[src/verilog/span_alarm_pkg.sv]
/*
 * constants and types shared by the span calibration and concentration alarm logic.
 * assumes a 20 MHz system clock.
 */
package span_alarm_pkg;
    localparam int CLK_HZ = 20_000_000;
    localparam int PPM_WIDTH = 24;
    localparam int ALARM_COUNT = 2;
    localparam int HOLD_MIN_DEFAULT = 5;
    localparam int HOLD_MIN_LOW = 1;
    localparam int HOLD_MIN_HIGH = 60;
    localparam int MINUTE_S = 60;
    localparam int MINUTE_CYCLES = CLK_HZ * MINUTE_S;
    localparam int FAIL_MSG_S = 5;
    localparam int FAIL_MSG_CYCLES = CLK_HZ * FAIL_MSG_S;
    localparam int SAMPLE_MS = 1000;
    localparam int SAMPLE_CYCLES = CLK_HZ / 1000 * SAMPLE_MS;
    // sensitivity floor in nA per ppm: 0.5 uA/ppm
    localparam int SENS_MIN_NA = 500;
    localparam int TOLERANCE_PPM = 1;
    // APB register byte offsets
    localparam logic [7:0] SPAN_CTRL_ADDR = 8'h00;
    localparam logic [7:0] SPAN_GAS_ADDR = 8'h04;
    localparam logic [7:0] STATUS_ADDR = 8'h08;
    localparam logic [7:0] SLOPE_ADDR = 8'h0C;
    localparam logic [7:0] ALARM_CFG0_ADDR = 8'h10;
    localparam logic [7:0] ALARM_SET0_ADDR = 8'h14;
    localparam logic [7:0] ALARM_CFG1_ADDR = 8'h18;
    localparam logic [7:0] ALARM_SET1_ADDR = 8'h1C;
    localparam logic [7:0] PASSWORD_ADDR = 8'h20;
    localparam logic [31:0] PASSWORD_DEFAULT = 32'h0000_1234;
    // alarm config field positions
    localparam int CFG_HIGH_BIT = 0;
    localparam int CFG_DEFEAT_BIT = 1;
    localparam int CFG_FAILSAFE_BIT = 2;
    localparam int CFG_LATCH_BIT = 3;
    localparam logic [3:0] CFG_RESET = 4'h1;
    localparam logic [23:0] SETPOINT_RESET = 24'h000064;
    typedef enum logic [2:0] {ANALYZE, SETTLE, HOLD, CHECK, FAILMSG} span_state_type;
endpackage : span_alarm_pkg

[src/verilog/conc_alarm_channel.sv]
/*
 * one concentration alarm: compare, latch, defeat and relay polarity.
 * assumes configuration writes arrive as registered levels.
 */
`timescale 1ns/1ps
`default_nettype none
module conc_alarm_channel
    import span_alarm_pkg::*;
#(
    parameter int WIDTH = PPM_WIDTH
) (
    input wire logic clk,
    input wire logic reset_n,
    input wire logic analyzeMode,
    input wire logic [WIDTH-1:0] concentration,
    input wire logic [WIDTH-1:0] setpoint,
    input wire logic tripHigh,
    input wire logic defeat,
    input wire logic relayDeenergizeOnTrip,
    input wire logic latching,
    output logic alarmActive,
    output logic relayEnergize
);
    logic latched;
    logic defeatSeen;
    logic unlatchSeen;
    logic defeatPrev;
    logic latchPrev;
    wire above = concentration > setpoint;
    wire below = concentration < setpoint;
    wire condition = analyzeMode && !defeat && (tripHigh ? above : below);
    // defeat yes then no, or latching no then yes, clears the held trip
    wire defeatReset = defeatPrev && !defeat && defeatSeen;
    wire latchReset = !latchPrev && latching && unlatchSeen;
    always_ff @(posedge clk or negedge reset_n) begin
        if (!reset_n) begin
            latched <= 1'b0;
            defeatPrev <= 1'b0;
            latchPrev <= 1'b0;
            defeatSeen <= 1'b0;
            unlatchSeen <= 1'b0;
        end else begin
            defeatPrev <= defeat;
            latchPrev <= latching;
            defeatSeen <= defeat;
            unlatchSeen <= !latching;
            if (defeatReset || latchReset || !latching) begin
                latched <= 1'b0;
            end else if (condition) begin
                latched <= 1'b1;
            end
        end
    end
    always_ff @(posedge clk or negedge reset_n) begin
        if (!reset_n) begin
            alarmActive <= 1'b0;
            relayEnergize <= 1'b0;
        end else begin
            alarmActive <= condition || (latching && latched && !defeat);
            relayEnergize <= (condition || (latching && latched && !defeat))
                ^ relayDeenergizeOnTrip;
        end
    end
endmodule : conc_alarm_channel
`default_nettype wire

[src/verilog/slope_meter.sv]
/*
 * samples the reading at a fixed rate and reports successive differences.
 * assumes the reading is a ppm value synchronous to clk.
 */
`timescale 1ns/1ps
`default_nettype none
module slope_meter
    import span_alarm_pkg::*;
#(
    parameter int WIDTH = PPM_WIDTH,
    parameter int SAMPLE_PERIOD = SAMPLE_CYCLES
) (
    input wire logic clk,
    input wire logic reset_n,
    input wire logic run,
    input wire logic [WIDTH-1:0] reading,
    output logic [WIDTH-1:0] slope,
    output logic sampleTick
);
    logic [31:0] count;
    logic [WIDTH-1:0] lastSample;
    wire tick = run && (count == 32'(SAMPLE_PERIOD - 1));
    always_ff @(posedge clk or negedge reset_n) begin
        if (!reset_n) begin
            count <= '0;
            lastSample <= '0;
            slope <= '0;
            sampleTick <= 1'b0;
        end else begin
            sampleTick <= tick;
            if (!run) begin
                count <= '0;
                lastSample <= reading;
            end else if (tick) begin
                count <= '0;
                lastSample <= reading;
                slope <= reading - lastSample;
            end else begin
                count <= count + 32'h1;
            end
        end
    end
endmodule : slope_meter
`default_nettype wire

[src/verilog/span_alarm_control.sv]
/*
 * span calibration sequencing and two concentration alarms behind an APB slave.
 * assumes key presses are one-cycle pulses and the reading is synchronous to clk.
 */
`timescale 1ns/1ps
`default_nettype none
module span_alarm_control
    import span_alarm_pkg::*;
#(
    parameter int WIDTH = PPM_WIDTH,
    parameter int MINUTE_PERIOD = MINUTE_CYCLES,
    parameter int FAIL_PERIOD = FAIL_MSG_CYCLES,
    parameter int SAMPLE_PERIOD = SAMPLE_CYCLES
) (
    input wire logic clk,
    input wire logic reset_n,
    input wire logic psel,
    input wire logic penable,
    input wire logic pwrite,
    input wire logic [7:0] paddr,
    input wire logic [31:0] pwdata,
    output logic [31:0] prdata,
    output logic pready,
    output logic pslverr,
    input wire logic spanKey,
    input wire logic enterKey,
    input wire logic analyzeKey,
    input wire logic [WIDTH-1:0] reading,
    input wire logic [15:0] cellSensitivityNa,
    input wire logic [WIDTH-1:0] spanCalIn,
    output logic [WIDTH-1:0] spanCal,
    output logic spanActive,
    output logic spanFailedMessage,
    output logic calibration_failed_flag,
    output logic systemAlarmRelay,
    output logic first_concentration_alarm,
    output logic second_concentration_alarm,
    output logic firstAlarmRelay,
    output logic secondAlarmRelay
);
    span_state_type state;
    span_state_type next_state;
    logic autoMode;
    logic passwordEnable;
    logic unlocked;
    logic [5:0] holdMinutes;
    logic [WIDTH-1:0] spanGas;
    logic [WIDTH-1:0] savedCal;
    logic [31:0] timer;
    logic [5:0] minutesLeft;
    logic [3:0] alarmCfg [ALARM_COUNT];
    logic [WIDTH-1:0] alarmSet [ALARM_COUNT];
    logic [ALARM_COUNT-1:0] alarmActive;
    logic [ALARM_COUNT-1:0] relay;
    logic [WIDTH-1:0] slope;

    wire writeStrobe = psel && penable && pwrite;
    wire cfgWritable = !passwordEnable || unlocked;
    wire [WIDTH-1:0] diff = (reading > spanGas) ? reading - spanGas : spanGas - reading;
    wire matched = diff <= WIDTH'(TOLERANCE_PPM);
    wire sensOk = cellSensitivityNa >= 16'(SENS_MIN_NA);
    wire minuteDone = timer == 32'(MINUTE_PERIOD - 1);
    wire failDone = timer == 32'(FAIL_PERIOD - 1);
    wire [5:0] holdWrite = pwdata[13:8];
    wire holdInRange = holdWrite >= 6'(HOLD_MIN_LOW) && holdWrite <= 6'(HOLD_MIN_HIGH);
    wire analyzeMode = state == ANALYZE;

    assign pready = 1'b1;
    assign pslverr = 1'b0;
    assign spanActive = state == SETTLE || state == HOLD || state == CHECK;
    assign spanFailedMessage = state == FAILMSG;
    assign first_concentration_alarm = alarmActive[0];
    assign second_concentration_alarm = alarmActive[1];
    assign firstAlarmRelay = relay[0];
    assign secondAlarmRelay = relay[1];

    slope_meter #(
        .WIDTH(WIDTH),
        .SAMPLE_PERIOD(SAMPLE_PERIOD)
    ) u_slope (
        .clk(clk),
        .reset_n(reset_n),
        .run(spanActive),
        .reading(reading),
        .slope(slope),
        .sampleTick()
    );

    genvar g;
    generate
        for (g = 0; g < ALARM_COUNT; g++) begin : g_alarm
            conc_alarm_channel #(
                .WIDTH(WIDTH)
            ) u_alarm (
                .clk(clk),
                .reset_n(reset_n),
                .analyzeMode(analyzeMode),
                .concentration(reading),
                .setpoint(alarmSet[g]),
                .tripHigh(alarmCfg[g][CFG_HIGH_BIT]),
                .defeat(alarmCfg[g][CFG_DEFEAT_BIT]),
                .relayDeenergizeOnTrip(alarmCfg[g][CFG_FAILSAFE_BIT]),
                .latching(alarmCfg[g][CFG_LATCH_BIT]),
                .alarmActive(alarmActive[g]),
                .relayEnergize(relay[g])
            );
        end
    endgenerate

    always_comb begin
        next_state = state;
        case (state)
            ANALYZE: begin
                if (spanKey) begin
                    next_state = SETTLE;
                end
            end
            SETTLE: begin
                if (analyzeKey) begin
                    next_state = ANALYZE;
                end else if (autoMode && matched) begin
                    next_state = HOLD;
                end else if (!autoMode && enterKey) begin
                    next_state = CHECK;
                end
            end
            HOLD: begin
                if (analyzeKey) begin
                    next_state = ANALYZE;
                end else if (minuteDone && minutesLeft == 6'd1) begin
                    next_state = CHECK;
                end
            end
            CHECK: begin
                next_state = sensOk ? ANALYZE : FAILMSG;
            end
            FAILMSG: begin
                if (failDone) begin
                    next_state = ANALYZE;
                end
            end
            default: begin
                next_state = ANALYZE;
            end
        endcase
    end

    always_ff @(posedge clk or negedge reset_n) begin
        if (!reset_n) begin
            state <= ANALYZE;
            timer <= '0;
            minutesLeft <= '0;
        end else begin
            state <= next_state;
            if (next_state != state || (state == HOLD && minuteDone)) begin
                timer <= '0;
            end else begin
                timer <= timer + 32'h1;
            end
            if (state == SETTLE) begin
                minutesLeft <= holdMinutes;
            end else if (state == HOLD && minuteDone) begin
                minutesLeft <= minutesLeft - 6'd1;
            end
        end
    end

    // calibration: saved at span start, replaced on success, restored on reject
    always_ff @(posedge clk or negedge reset_n) begin
        if (!reset_n) begin
            spanCal <= '0;
            savedCal <= '0;
        end else if (state == ANALYZE && spanKey) begin
            savedCal <= spanCalIn;
            spanCal <= spanCalIn;
        end else if (state == CHECK) begin
            spanCal <= sensOk ? spanGas : savedCal;
        end
    end

    // only reset_n (standby power cycle) clears the failure state
    always_ff @(posedge clk or negedge reset_n) begin
        if (!reset_n) begin
            calibration_failed_flag <= 1'b0;
            systemAlarmRelay <= 1'b0;
        end else if (state == CHECK && !sensOk) begin
            calibration_failed_flag <= 1'b1;
            systemAlarmRelay <= 1'b1;
        end
    end

    always_ff @(posedge clk or negedge reset_n) begin
        if (!reset_n) begin
            autoMode <= 1'b1;
            holdMinutes <= 6'(HOLD_MIN_DEFAULT);
            spanGas <= '0;
            passwordEnable <= 1'b0;
            unlocked <= 1'b0;
            for (int i = 0; i < ALARM_COUNT; i++) begin
                alarmCfg[i] <= CFG_RESET;
                alarmSet[i] <= SETPOINT_RESET[WIDTH-1:0];
            end
        end else if (writeStrobe) begin
            case (paddr)
                SPAN_CTRL_ADDR: begin
                    autoMode <= pwdata[0];
                    passwordEnable <= pwdata[1];
                    if (holdInRange) begin
                        holdMinutes <= holdWrite;
                    end
                end
                SPAN_GAS_ADDR: spanGas <= pwdata[WIDTH-1:0];
                PASSWORD_ADDR: unlocked <= pwdata == PASSWORD_DEFAULT;
                ALARM_CFG0_ADDR: if (cfgWritable) alarmCfg[0] <= pwdata[3:0];
                ALARM_SET0_ADDR: if (cfgWritable) alarmSet[0] <= pwdata[WIDTH-1:0];
                ALARM_CFG1_ADDR: if (cfgWritable) alarmCfg[1] <= pwdata[3:0];
                ALARM_SET1_ADDR: if (cfgWritable) alarmSet[1] <= pwdata[WIDTH-1:0];
                default: begin
                end
            endcase
        end
    end

    always_comb begin
        prdata = 32'h0;
        case (paddr)
            SPAN_CTRL_ADDR: prdata = {18'h0, holdMinutes, 6'h0, passwordEnable, autoMode};
            SPAN_GAS_ADDR: prdata = 32'(spanGas);
            STATUS_ADDR: prdata = {24'h0, unlocked, systemAlarmRelay, calibration_failed_flag,
                spanFailedMessage, spanActive, 1'b0, alarmActive};
            SLOPE_ADDR: prdata = 32'(slope);
            ALARM_CFG0_ADDR: prdata = {28'h0, alarmCfg[0]};
            ALARM_SET0_ADDR: prdata = 32'(alarmSet[0]);
            ALARM_CFG1_ADDR: prdata = {28'h0, alarmCfg[1]};
            ALARM_SET1_ADDR: prdata = 32'(alarmSet[1]);
            default: prdata = 32'h0;
        endcase
    end
endmodule : span_alarm_control
`default_nettype wire

[config.mk]
export PLATFORM = sky130hd
export DESIGN_NAME = span_alarm_control
export DESIGN_NICKNAME = d
export VERILOG_FILES = /design/src/verilog/span_alarm_pkg.sv /design/src/verilog/conc_alarm_channel.sv /design/src/verilog/slope_meter.sv /design/src/verilog/span_alarm_control.sv
export SDC_FILE = /design/constraint.sdc
export NUM_CORES = 1
export LEC_CHECK = 0
export BUFFER_PORTS_ARGS = -buffer_cell sky130_fd_sc_hd__buf_2
export CAP_MARGIN = 5
export CELL_PAD_IN_SITES_DETAIL_PLACEMENT = 1
export CELL_PAD_IN_SITES_GLOBAL_PLACEMENT = 2
export CORE_AREA = 2 2 231 233
export DETAILED_ROUTE_END_ITERATION = 8
export DIE_AREA = 0 0 233 235
export GPL_TIMING_DRIVEN = 1
export PLACE_DENSITY = 0.76
export SYNTH_ARGS = -nofsm -noshare
export SYNTH_HDL_FRONTEND = slang
export SYNTH_SLANG_ARGS = --single-unit
[constraint.sdc]
create_clock -name clk -period 3.2 [get_ports clk]
set_input_delay 0.48 -clock clk [delete_from_list [all_inputs] [get_ports clk]]
set_output_delay 0.48 -clock clk [all_outputs]
set_load 0.005 [all_outputs]
==> results of run 1 <==
[cell usage in the layout (no fill, tap or decap), types with 38 or more instances in the layout]
cell	synthesis	final
a21oi_1	80	73
buf_2	6	164
buf_4	15	301
clkbuf_16	0	38
dfrtp_1	260	260
ha_1	122	116
inv_1	143	140
mux2_2	115	114
nand2_1	245	244
nand3_1	53	52
nand4_1	45	45
nor2_1	118	111
o21ai_0	143	141
xnor2_1	52	52
xor2_1	54	54
[final cells by class]
cell class                 instances  area [µm²]
fill                            6078       29400
clock buffer                      50        1030
inverter                         143         549
sequential                       271        6800
timing repair buffer             479        3330
multi-input combinational       1421       10100
clock inverter                    14         239
tap                              688         861
[worst max path at each step]
stage	slack, ns	depth (start not counted)	endpoint
after floorplan	-0.15	16	timer[10]
after global placement	-0.93	16	timer[31]
final	-0.47	18	timer[15]
after detailed placement	-0.99	15	timer[18]
after CTS	-0.55	18	timer[23]
after global routing	-0.61	19	timer[16]
[stage by stage]
step           setup WS [ns]  cells  cell area [µm²]
4_1_cts               -0.546   3055            22500
2_1_floorplan         -0.154   1928            17600
6_report              -0.474   3066            22900
5_1_grt               -0.605   3066            22900
3_5_place_dp          -0.989   2989            21200
3_3_place_gp          -0.927   2989            21200
[logic make-up after synthesis]
logic type / Yosys count / synth area share (%)
buffers and inverters: 236 / 6.16
other: 2 / 0.0427
AO/OA/AOI/OAI: 435 / 16.2
flip-flops: 271 / 38.7
XOR/XNOR: 106 / 5.28
adder cells (fa/ha/maj): 125 / 9.03
AND/OR/NAND/NOR: 624 / 16.9
multiplexers: 121 / 7.71
[layer usage]
| layer | part of all wire (%) | up-vias | global-route usage [%] |
|---|---|---|---|
| met1 | 48 | 8069 | 34.1 |
| li1 | - | 7665 | - |
| met2 | 46 | 314 | 38.1 |
| met4 | 2.8 | 0 | 7.24 |
| met3 | 3.7 | 77 | 2.65 |
| met5 | 0 | - | 0 |
[sequential cells by signal (all words and copies together) (netlist names), 24 cells and up]
name                flops
alarmSet               48
savedCal               24
spanCal                24
spanGas                24
timer                  32
u_slope.count          32
u_slope.lastSample     24
u_slope.slope          24
[worst max-delay path, stage by stage, from the launching register on]
cell	delay, ns
dfrtp_1	0.38
buf_6	0.11
ha_4	0.13
inv_2	0.04
fa_2	0.37
a211oi_4	0.24
buf_4	0.15
o21a_4	0.14
nor3_2	0.04
or2_4	0.26
mux2_4	0.20
nand3_1	0.09
or3_4	0.42
nor4_4	0.20
o2111ai_4	0.21
a31oi_4	0.23
buf_12	0.15
clkbuf_16	0.15
nor2_1	0.04
[power breakdown]
group	internal, W	leakage, nW	switching, W
registers	0.00386	3.47	0.000239
logic	0.00154	6.60	0.00184
clock network	0.00274	0.628	0.00161
total	0.00814	10.7	0.00369
[timing repair]
action | CTS | global route
endpoints found under the setup margin | 37 | 40
gates cloned | 0 | 3
hold endpoints to repair | 24 | 0
pin swaps | 1 | 20
setup buffers | 1 | 8
hold buffers | 1 | 0
resized for setup | 23 | 39
==> reports/qor.yml, run 1 <==
outcome: "complete, but fails checks"
violations: "negative setup slack"
clkTransAtPathRegs_ns: 0.06
grt_usage_pct: 23.9
tns_ns: -15.18
worstHoldPathCells: 2
synthFlopType: "dfrtp_1"
power.total_w: 0.0118
syn_area_um2: 17600
num_vias: 16125
coreArea_um2: 52200
ir_drop_mv: 0.533
firstDrtPassIters: 5
cp-end-kind: "flop"
rsz0062_at_grt: "true"
min_from: "spanCalIn[4]"
critPathKind: "flop to flop"
worst_slew_pin_slew_ns: 0.924
clock_path_buffers: 3
synthCells: 1920
post_synth.cell_area_avg_um2: 9.15
grt_pass1_wl_mm: 101
rr_worst_depth: 18
drt-initial-drc-count: 911
antenna_found_initial: 0
fp.dieW_um: 233
crit_fanout: 6
via_per_inst: 5.26
ant_nets: 0
yosys.area.top_type: "dfrtp_1"
dieArea_um2: 54800
slew_viol_final: 0
nNetsFinal: 2588
hold_viol_final: 0
cts.sinks: 271
gr-total-overflow: 0
num_rows: 84
cts_made_buffers: 35
r2r_slack_ns: -0.47
ys_async_sr_fraction_pct: 100
initial_utilization_pct: 33.6
startpoint: "spanGas[0]"
fp.dieH_um: 235
wl_mm: 66.0
max_freq_mhz: 272
dp_hpwl_mm: 52.2
synth_edf_count: 0
synthTopCellsByCount: "dfrtp_1, nand2_1, inv_1, o21ai_0, ha_1"
hp-class: "input port to flop"
drc: 0
maxSlewHeadroom_pct: 38.4
synth.most_common_cell: "dfrtp_1"
grt_pass1_vias: 16991
cts_tree: "yes"
synth.area.top_cells: "dfrtp_1, ha_1, mux2_2, nand2_1, o21ai_0"
diodes: 0
synth_top_area_share_pct: 37.0
fin_worst_skew_ns: 0.0313
area_growth_pct: 30.1
yosys_warnings: 0
grt_max_degree: 76
fin_ws_ns: -0.474
ys_types: 81
rr_startpoint: "spanGas[0]"
maxCapViolations: 0
cp.required_ns: 3.62
worstReg2RegEnd: "timer[15]"
wl_per_cell_um: 21.5
start_kind: "flop"
final_core_utilization_pct: 43.8
portBuffers: 165
hold_end: "savedCal[4]"
cts_root_buf: "clkbuf_16"
insertion_delay_ns: 0.56
synth_seq_area_share_pct: 38.7
ios: 178
final_layout_size_suffix_gt1_share_pct: 31.3
powerDensity_nw_per_um2: 518
min_period_ns: 3.67
arrival_ns: 4.10
cts_max_level: 2
timing.hold.ws_ns: 0.193
p_leak_nw: 10.7
gp_congestion: 0.939
synth-seq-cells: 271
setup_viol: 34
min_period_over_period_pct: 115
Power figures use the tool's default switching activity.
==> run 2: changes to the inputs <==
==> constraint.sdc (replaced) <==
create_clock -name clk -period 3.21 [get_ports clk]
set_input_delay 0.4815 -clock clk [delete_from_list [all_inputs] [get_ports clk]]
set_output_delay 0.4815 -clock clk [all_outputs]
set_load 0.005 [all_outputs]
==> run 2 against run 1 <==
  * Wire length grew 0.25%
  * Count of clock-buffer cells in the layout grew 2
  * Via count rose by 1.3%
  * Total power is 0.38% lower
  * The flow still finishes with violations (negative setup slack)
  * Sequential cell count unchanged
  * Maximum frequency decreased by 3.1%
  * Global-route usage about the same
  * Worst setup slack worse by 0.11 ns
  * Critical path type unchanged
  * Cell count barely moved
  * Die area unchanged
==> reports/qor.yml, run 2 (synthesized netlist as in run 1, its figures left out) <==
worstReg2RegEnd: "timer[27]"  # was timer[15]
cp-end-kind: "flop"  # unchanged
rsz0062_at_grt: "true"  # unchanged
hold_viol_final: 0  # unchanged
power.total_w: 0.0118  # about the same
fp.dieW_um: 233  # unchanged
antenna_found_initial: 0  # unchanged
min_period_over_period_pct: 118  # was 115%
p_leak_nw: 10.7  # about the same
cts_max_level: 2  # unchanged
ios: 178  # unchanged
multi_input_area_um2: 9980  # was 10100 µm²
max_freq_mhz: 264  # was 272 MHz
arrival_ns: 4.22  # was 4.10 ns
dp_slack_ns: -0.929  # was -0.989 ns
maxCapViolations: 0  # unchanged
worst_slew_pin_slew_ns: 1.21  # was 0.924 ns
insertion_delay_ns: 0.56  # about the same
diodes: 0  # unchanged
rr_worst_depth: 19  # was 18
rr_startpoint: "spanGas[5]"  # was spanGas[0]
portBuffers: 165  # unchanged
initial_utilization_pct: 33.6  # unchanged
cts.sinks: 271  # unchanged
cts_root_buf: "clkbuf_16"  # unchanged
drt-initial-drc-count: 992  # was 911
grt_max_degree: 92  # was 76
ir_drop_mv: 0.480  # was 0.533 mV
layout_common_cells: "buf_4, dfrtp_1, nand2_1"  # unchanged
final_common_cell: "buf_4"  # unchanged
cts_made_buffers: 35  # unchanged
fin_worst_skew_ns: 0.0231  # was 0.0313 ns
grt_pass1_wl_mm: 101  # about the same
crit_path_frequent_cell: "buf_4"
fin_ws_ns: -0.582  # was -0.474 ns
grt_usage_pct: 23.9  # about the same
final_core_utilization_pct: 43.6  # was 43.8%
clock_path_buffers: 3  # unchanged
cp_slowest_cell: "dfrtp_1"  # was or3_4
firstDrtPassIters: 6  # was 5
critPathKind: "flop to flop"  # unchanged
setup_viol: 34  # unchanged
grt_pass1_vias: 16818  # was 16991
violations: "negative setup slack"  # unchanged
maxSlewHeadroom_pct: 19.5  # was 38.4%
gp_congestion: 0.936  # was 0.939
num_vias: 16341  # was 16125
gr-total-overflow: 0  # unchanged
nNetsFinal: 2589  # was 2588
fp.dieH_um: 235  # unchanged
path_cells: "ha_1, buf_6, o211ai_1, o211ai_1, nand3_1, buf_4, buf_4, buf_4, a31oi_1, o221a_2, nor2_1, a2111oi_2, buf_4, and4_4, o2111ai_4, a31oi_4, buf_12, buf_12, nor2_1"  # was buf_6, ha_4, inv_2, fa_2, a211oi_4, buf_4, o21a_4, nor3_2, or2_4, mux2_4, nand3_1, or3_4, nor4_4, o2111ai_4, a31oi_4, buf_12, clkbuf_16, nor2_1
largest_reg_flops: 48  # unchanged
timing.hold.ws_ns: 0.185  # was 0.193 ns
cp.required_ns: 3.64  # was 3.62 ns
final_layout_size_suffix_gt1_share_pct: 30.6  # was 31.3%
crit_fanout: 12  # was 6
dieArea_um2: 54800  # unchanged
drc: 0  # unchanged
tns_ns: -18.49  # was -15.18 ns
wl_per_cell_um: 21.6  # was 21.5 µm
ant_nets: 0  # unchanged
crit_end: "timer[27]"  # was timer[15]
dp_hpwl_mm: 51.8  # was 52.2 mm
powerDensity_nw_per_um2: 517  # was 518 nW/µm²
r2r_slack_ns: -0.58  # was -0.47 ns
area_growth_pct: 29.7  # was 30.1%
slew_viol_final: 0  # unchanged
slowest_delay_ns: 0.40  # was 0.42 ns
cts_tree: "yes"  # unchanged
min_period_ns: 3.79  # was 3.67 ns
startpoint: "spanGas[5]"  # was spanGas[0]
largest_registers: "alarmSet (48), timer (32), u_slope.count (32)"  # unchanged
regMostFlops: "alarmSet"  # unchanged
start_kind: "flop"  # unchanged
coreArea_um2: 52200  # unchanged
ff_latch_area_um2: 6800  # unchanged
hp-class: "input port to flop"  # unchanged
num_rows: 84  # unchanged
clkTransAtPathRegs_ns: 0.06  # about the same
fill_cells: 6040  # was 6078
wl_mm: 66.1  # was 66.0 mm
outcome: "complete, but fails checks"  # unchanged
via_per_inst: 5.33  # was 5.26
## run 2: what timing repair did
action,4_1_cts,5_1_grt
pin swaps,15,13
resized for setup,23,24
endpoints found under the setup margin,36,39
cloned,1,0
hold buffers,1,0
hold endpoints to repair,32,0
setup buffers,10,3
## run 2: critical path, delay by kind of cell (launching register included)
kind | cells | cell delay, ns
adders and majority gates | 1 | 0.32
and+or+nand+nor | 4 | 0.48
buffers and inverters | 7 | 0.99
AOI/OAI and AO/OA | 7 | 1.44
DFF | 1 | 0.40
## run 2: cell type report
| class | instances | share of cell area [%] |
|---|---|---|
| multi-input combinational | 1421 | 43.8 |
| timing repair buffer | 480 | 14.6 |
| clock buffer | 52 | 4.62 |
| inverter | 143 | 2.41 |
| tap | 688 | 3.78 |
| sequential | 271 | 29.8 |
| clock inverter | 12 | 0.999 |
## run 2: worst min-delay path by stage
stage	from	end	slack, ns	cells after the start
floorplan	reset_n	alarmCfg[1]	0.19	0
global placement	reset_n	spanGas[20]	0.39	1
detailed placement	reset_n	spanGas[22]	0.39	1
CTS	spanCalIn[16]	savedCal[16]	0.15	2
global route	spanCalIn[10]	savedCal[10]	0.16	2
finish	spanCalIn[4]	savedCal[4]	0.18	2
## run 2: stage by stage
stage               cells  cell area (µm²)
global placement     2989            21200
global route         3067            22800
finish               3067            22800
CTS                  3065            22700
detailed placement   2989            21200
floorplan            1928            17600
## run 2: metal layers
layer	vias to the layer above	track usage, %	routed length (µm)
met5	-	0	0
met4	0	7.93	2340
met3	94	3.64	3180
met2	398	36.8	29300
met1	8184	34.2	31300
li1	7665	-	-
## run 2: power by group
part	total, W	internal (W)	leakage [nW]	switching (W)
Clock	0.00439	0.00276	0.626	0.00163
Combinational	0.00332	0.00149	6.59	0.00183
Sequential	0.00408	0.00385	3.47	0.000233
Total	0.0118	0.00810	10.7	0.00369
